`src/hw/sass_pkg.sv`:
```
// constants for the converter sense sequencer
package sass_pkg;
	localparam int          RES_W        = 10;
	localparam int          CH_W         = 5;
	localparam int          NUM_CH       = 32;
	localparam logic [4:0]  AUTO_LAST_CH = 5'h0A;
	localparam int          CONV_CYC     = 12;
	localparam int          INT_CYC      = 2;
	localparam int          DLY_W        = 8;
	localparam logic [1:0]  MODE_SINGLE  = 2'h0;
	localparam logic [1:0]  MODE_ROBIN   = 2'h1;
	localparam logic [1:0]  MODE_ONCE    = 2'h2;
	localparam logic [9:0]  RES_RST      = 10'h000;
	typedef enum logic [2:0] {
		SASS_IDLE   = 3'h0,
		SASS_ENDLY  = 3'h1,
		SASS_SAMPLE = 3'h3,
		SASS_CONV   = 3'h2,
		SASS_INT    = 3'h6,
		SASS_HALT   = 3'h7
	} sass_state_e;
endpackage : sass_pkg

```
`src/hw/sass_sequencer.sv`:
```
// sequencer for the successive-approximation converter
// Contract
// - each result is a 10-bit value stored at full width.
// - the channel selector addresses channels 0 to 31.
// - automatic modes visit only channels 0 to 10; others need single mode.
// - exactly three modes exist: single, round robin and one time.
// - single mode without continuous converts the chosen channel once and then interrupts.
// - after enabling, a programmable enable delay precedes sampling.
// - sampling lasts a programmable window before conversion starts.
// - conversion lasts exactly 12 cycles and then the result is readable.
// - the done interrupt stands 2 cycles with the result already stored.
// - continuous single mode restarts sampling once the interrupt ends.
// - each result stays readable by firmware until overwritten.
// - round robin steps from channel 0 upward storing each channel's result.
// - round robin repeats forever, each result replacing the previous one.
// - one time mode runs the same sequence, stops after the last and interrupts.
module sass_sequencer #(
	parameter int DLY_W = sass_pkg::DLY_W
) (
	input  wire logic             mclk,
	input  wire logic             rst_b,
	input  wire logic             adc_enable,
	input  wire logic [1:0]       mode_sel,
	input  wire logic             continuous,
	input  wire logic [4:0]       chan_sel,
	input  wire logic [DLY_W-1:0] enable_delay,
	input  wire logic [DLY_W-1:0] sample_window,
	input  wire logic [9:0]       conv_result,
	input  wire logic [4:0]       read_chan,
	output logic      [4:0]       mux_chan_ff,
	output logic                  sample_ff,
	output logic                  convert_ff,
	output logic                  done_interrupt_pulse_ff,
	output logic                  seq_busy_ff,
	output logic      [9:0]       last_result_ff,
	output logic      [9:0]       read_data_ff
);
	// counter must hold the conversion count of 12 cycles
	if (DLY_W < 4 || DLY_W > 16) begin : g_dly_chk
		$error("DLY_W out of range");
	end

	sass_pkg::sass_state_e st_ff, nxt_st;
	logic [DLY_W-1:0] cnt_ff, nxt_cnt;
	logic [4:0]       ch_ff, nxt_ch;
	logic             nxt_int_ok;

	wire auto_mode  = (mode_sel == sass_pkg::MODE_ROBIN) || (mode_sel == sass_pkg::MODE_ONCE);
	wire mode_ok    = auto_mode || (mode_sel == sass_pkg::MODE_SINGLE);
	wire last_auto  = (ch_ff == sass_pkg::AUTO_LAST_CH);
	wire [4:0] first_ch = auto_mode ? 5'h00 : chan_sel;
	wire [4:0] step_ch  = last_auto ? 5'h00 : ch_ff + 5'h01;
	wire conv_done  = (st_ff == sass_sdone_st());
	// abandoned conversions leave both result copies untouched
	wire wr_result  = conv_done && (cnt_ff == '0) && adc_enable && mode_ok;

	function automatic sass_pkg::sass_state_e sass_sdone_st();
		return sass_pkg::SASS_CONV;
	endfunction : sass_sdone_st

	always_comb begin
		nxt_st     = st_ff;
		nxt_cnt    = cnt_ff;
		nxt_ch     = ch_ff;
		nxt_int_ok = 1'b0;
		if (!adc_enable || !mode_ok) begin
			nxt_st  = sass_pkg::SASS_IDLE;
			nxt_cnt = '0;
		end else begin
			case (st_ff)
				sass_pkg::SASS_IDLE: begin
					nxt_st  = sass_pkg::SASS_ENDLY;
					nxt_cnt = enable_delay;
					nxt_ch  = first_ch;
				end
				sass_pkg::SASS_ENDLY: begin
					if (cnt_ff == '0) begin
						nxt_st  = sass_pkg::SASS_SAMPLE;
						nxt_cnt = sample_window;
						nxt_ch  = first_ch;
					end else begin
						nxt_cnt = cnt_ff - 1'b1;
					end
				end
				sass_pkg::SASS_SAMPLE: begin
					if (cnt_ff == '0) begin
						nxt_st  = sass_pkg::SASS_CONV;
						nxt_cnt = DLY_W'(sass_pkg::CONV_CYC - 1);
					end else begin
						nxt_cnt = cnt_ff - 1'b1;
					end
				end
				sass_pkg::SASS_CONV: begin
					if (cnt_ff == '0) begin
						if (mode_sel == sass_pkg::MODE_ROBIN) begin
							nxt_st  = sass_pkg::SASS_SAMPLE;
							nxt_cnt = sample_window;
							nxt_ch  = step_ch;
						end else if (mode_sel == sass_pkg::MODE_ONCE && !last_auto) begin
							nxt_st  = sass_pkg::SASS_SAMPLE;
							nxt_cnt = sample_window;
							nxt_ch  = step_ch;
						end else begin
							nxt_st     = sass_pkg::SASS_INT;
							nxt_cnt    = DLY_W'(sass_pkg::INT_CYC - 1);
							nxt_int_ok = 1'b1;
						end
					end else begin
						nxt_cnt = cnt_ff - 1'b1;
					end
				end
				sass_pkg::SASS_INT: begin
					nxt_int_ok = 1'b1;
					if (cnt_ff == '0) begin
						nxt_int_ok = 1'b0;
						if (mode_sel == sass_pkg::MODE_SINGLE && continuous) begin
							nxt_st  = sass_pkg::SASS_SAMPLE;
							nxt_cnt = sample_window;
							nxt_ch  = chan_sel;
						end else begin
							nxt_st = sass_pkg::SASS_HALT;
						end
					end else begin
						nxt_cnt = cnt_ff - 1'b1;
					end
				end
				default: begin
					nxt_st = sass_pkg::SASS_HALT;
				end
			endcase
		end
	end

	always_ff @(posedge mclk) begin
		if (!rst_b) begin
			st_ff     <= sass_pkg::SASS_IDLE;
			cnt_ff    <= '0;
			ch_ff     <= 5'h00;
		end else begin
			st_ff     <= nxt_st;
			cnt_ff    <= nxt_cnt;
			ch_ff     <= nxt_ch;
		end
	end

	always_ff @(posedge mclk) begin
		if (!rst_b) begin
			mux_chan_ff             <= 5'h00;
			sample_ff               <= 1'b0;
			convert_ff              <= 1'b0;
			done_interrupt_pulse_ff <= 1'b0;
			seq_busy_ff             <= 1'b0;
			last_result_ff          <= sass_pkg::RES_RST;
		end else begin
			mux_chan_ff             <= nxt_ch;
			sample_ff               <= (nxt_st == sass_pkg::SASS_SAMPLE);
			convert_ff              <= (nxt_st == sass_pkg::SASS_CONV);
			done_interrupt_pulse_ff <= nxt_int_ok;
			seq_busy_ff             <= (nxt_st != sass_pkg::SASS_IDLE) && (nxt_st != sass_pkg::SASS_HALT);
			if (wr_result) begin
				last_result_ff <= conv_result;
			end
		end
	end

	sass_result_store #(
		.W  (sass_pkg::RES_W),
		.N  (sass_pkg::NUM_CH),
		.AW (sass_pkg::CH_W)
	) u_store (
		.mclk       (mclk),
		.rst_b      (rst_b),
		.wr_en      (wr_result),
		.wr_ch      (ch_ff),
		.wr_data    (conv_result),
		.rd_ch      (read_chan),
		.rd_data_ff (read_data_ff)
	);
endmodule : sass_sequencer

```
`src/hw/sass_result_store.sv`:
```
// per-channel result storage with a registered read port
module sass_result_store #(
	parameter int W  = 10,
	parameter int N  = 32,
	parameter int AW = 5
) (
	input  wire logic          mclk,
	input  wire logic          rst_b,
	input  wire logic          wr_en,
	input  wire logic [AW-1:0] wr_ch,
	input  wire logic [W-1:0]  wr_data,
	input  wire logic [AW-1:0] rd_ch,
	output logic      [W-1:0]  rd_data_ff
);
	if (N > (1 << AW)) begin : g_depth_chk
		$error("store depth exceeds address range");
	end

	logic [W-1:0] mem_ff [N];

	// results survive until overwritten by the same channel
	always_ff @(posedge mclk) begin
		if (wr_en) begin
			mem_ff[wr_ch] <= wr_data;
		end
	end

	always_ff @(posedge mclk) begin
		if (!rst_b) begin
			rd_data_ff <= W'(0);
		end else begin
			rd_data_ff <= mem_ff[rd_ch];
		end
	end
endmodule : sass_result_store

```
`config.mk`:
```
export PLATFORM = sky130hd
export DESIGN_NAME = sass_sequencer
export DESIGN_NICKNAME = d
export VERILOG_FILES = /design/src/hw/sass_pkg.sv /design/src/hw/sass_sequencer.sv /design/src/hw/sass_result_store.sv
export SDC_FILE = /design/constraint.sdc
export NUM_CORES = 1
export LEC_CHECK = 0
export CORE_AREA = 2 2 222 224
export DETAILED_ROUTE_END_ITERATION = 10
export DIE_AREA = 0 0 224 226
export DONT_BUFFER_PORTS = 1
export PLACE_DENSITY_LB_ADDON = 0.12
export SLEW_MARGIN = 15
export SYNTH_ARGS = -nofsm -noshare
export SYNTH_HDL_FRONTEND = slang
export SYNTH_SLANG_ARGS = --single-unit
```
`constraint.sdc`:
```
create_clock -name mclk -period 3.53 [get_ports mclk]
set_input_delay 0.5295 -clock mclk [delete_from_list [all_inputs] [get_ports mclk]]
set_output_delay 0.5295 -clock mclk [all_outputs]
set_load 0.02 [all_outputs]
```
==> results by group <==
Place
  – Setup WS pre-CTS: around 0.7 ns
  – Port-buffer cells: 0
  – Dpl hpwl: about 22000 µm
  – Placed cells: approximately 1400
  – Placer Congestion: around 0.83
  – Area after DPL: 15210 µm²

Clock tree
  – Post-CTS Repair Setup Buffers: 0
  – CTS buffer count: 42
  – Htree depth: 2
  – Root Driver: clkbuf_16
  – Clk sink count: 360
  – Clk slew on worst S/H paths: roughly 0.060 ns
  – CTS Hold Buffers Added: 0
  – Post-CTS Resized: 0
  – Clk buf depth: 3
  – Worst skew pair latency: between 0.5 and 0.6 ns
  – CTS tree: yes

Global routing
  – Initial antenna violation count: 2
  – Largest net degree at the start of global routing: 81
  – Met3 Usage GRT: ~2.9%
  – M2 GR Usage: a little under a quarter
  – GRT Overall Usage: 14.51%
  – Met1 usage: a little under a fifth
  – Most Crowded Layer GR: met2
  – Total gr overflow: 0
  – Vias in the first global route: ~7800
  – First-pass GRT wire length: ~53000 µm

Routing
  – Via-per-instance ratio: 5.013
  – Post-route ant nets: 0
  – Total length of routed wires: between 30000 and 40000 µm
  – Via count: 7490
  – First-pass DRT Iterations: 7
  – Routed wire length per instance: about 24 µm
  – DRC: 0
  – Initial DRC count: ~520

Die
  – Boundary Pins: ~70
  – Core box area: ~48000 µm²
  – Die width: approximately 220 µm
  – Initial Utilization: 29.73%
  – Die area: a little over 50000 µm²
  – Die Ht: approximately 230 µm
  – Cell Rows: a little over 80

Logic synthesis
  – Dominant cell by count in the synthesized netlist: edfxtp_1
  – Main synth FF type: edfxtp_1
  – Sequential element share of the synthesized area: 72.44%
  – Synth warn: 0
  – Cells after synthesis: 799
  – Synth Cell Area: 14370 µm²
  – Fraction of registers with async set/reset: 0%
  – Netlist cell types: 51
  – Post-synth top area share: between 60 and 70%
  – Mapped Avg Cell Area: 17.99 µm²
  – Largest cells by area after synthesis: edfxtp_1, mux4_2, dfxtp_1
  – Mapped Nets: about 850
  – Seq cells post-synth: between 300 and 400
  – Area leader, netlist: edfxtp_1
  – EDFF count, synth: 320
  – List of most frequent post-synthesis cells: edfxtp_1, mux4_2, nand2_1

Pwr
  – Pleak: 5.244 nW
  – Worst VDD drop: 0.0002728 V
  – Pwr/cell area: between 500 and 600 nW/µm²

Flow run
  – Maxcap violations: 0

Layout
  – Finished Layout Cells: between 1000 and 1500
  – Multi-input gate area: ~3700 µm²
  – Area Growth Syn to Fin: 15.54%
  – Layout cells sized above 1: 21.49%
  – Register area: about 10000 µm²
  – Layout Utilization: between 30% and 40%
  – Design area: 16600 µm²
  – FILL cells: roughly 4500
  – Nets: 888

Worst setup path
  – Worst endpoint required time: 3.79 ns
  – CP Max Fanout: 9
  – Crit path capture type: register
  – Startpoint class of the critical path: register
  – Worst EP arrival: approximately 3.1 ns
  – Worst r2r path cells: 6
  – Setup CP Type: reg -> reg

Run status
  – Status: finished, final reports clean

Timing
  – Max Freq: 349.3 MHz
  – Period utilization: 81.11%
  – Post-route setup TNS: 0 ns
  – Setup Skew: between 0.01 and 0.015 ns
  – Worst Setup Slack, final: 0.6668 ns
  – Count of final setup violators: 0
  – Min Tclk post-route: roughly 2.9 ns
  – Worst-Margin Slew: 0.7844 ns
  – Relative slew slack: between 40% and 50%
  – RSZ-0062 raised after global routing: false
  – Slew Viols, Final: 0
  – Final hold vios: 0

Min path
  – WHS Path Cells: 0
  – Tightest Hold Check Type: in -> reg
cell type report:
cell class / instances / share of cell area [%]
Inverter: 10 / 0.2261
Clock buffer: 52 / 6.940
Timing Repair Buffer: 34 / 1.537
Tap cell: 622 / 4.687
Clock inverter: 26 / 1.417
Antenna cell: 2 / 0.03014
Multi-Input combinational cell: 388 / 22.47
Sequential cell: 360 / 62.69
cell families after synthesis:
family	share of synthesized area, %
buffers and inverters	1.602
AOI/OAI and AO/OA	5.337
DFF	72.44
and+or+nand+nor	6.138
muxes	13.31
adders and majority gates	0.8706
xor gates and xnor gates	0.3048
final timing paths:
path,slack [ns],endpoint,from
worst max-delay path,0.67,u_store.mem_ff[9][3],cnt_ff[2]
worst min register to register,0.52,cnt_ff[5],cnt_ff[5]
worst max register to register,0.67,u_store.mem_ff[9][3],cnt_ff[2]
worst min-delay path,0.07,u_store.mem_ff[19][6],conv_result[6]
layer usage:
layer | share of wire [%] | vias to the layer above
met5 | 0.036 | -
met4 | 2.6 | 2
met3 | 4.8 | 59
met2 | 49 | 217
met1 | 44 | 3900
li1 | - | 3312
through the flow:
step           total power, mW  hold WS [ns]
6_report                 9.374       0.06841
5_1_grt                  9.682       0.04244
4_1_cts                  9.508       0.03833
3_5_place_dp             5.139        0.5138
3_3_place_gp             5.139        0.5155
2_1_floorplan            5.092        0.4796
cells in the final DEF, fill, tap and decap left out, types with 8 or more instances in the layout:
cell       synthesis  final
edfxtp_1         320    320
mux4_2            80     80
nand2_1           52     52
nor2_1            45     45
clkbuf_16          0     45
dfxtp_1           40     40
buf_4              5     34
nand3_1           21     21
a21oi_1           17     17
nand2b_1          16     16
o21ai_0           15     15
o211ai_1          14     14
a221oi_1          13     13
a21boi_0          11     11
inv_1             10     10
mux2i_1           10     10
ha_1              10     10
clkinv_2           0      9
clkinv_1           0      8
critical path, stage by stage, from the launching register on:
cell     delay, ns
dfxtp_1       0.36
or4_4         0.62
nor3_4        0.39
and3_1        0.31
nand2_1       0.31
nor2_1        0.33
buf_4         0.23
power breakdown:
group	switching (mW)	internal, mW
clock network	1.71	2.61
registers	0.0513	4.65
logic	0.177	0.168
total	1.94	7.44
sequential cells by signal (all words and copies together) (netlist names):
name,flops
cnt_ff,8
convert_ff,1
done_interrupt_pulse_ff,1
last_result_ff,10
mux_chan_ff,5
sample_ff,1
seq_busy_ff,1
st_ff,3
u_store.mem_ff,320
u_store.rd_data_ff,10
Power figures use the tool's default switching activity.
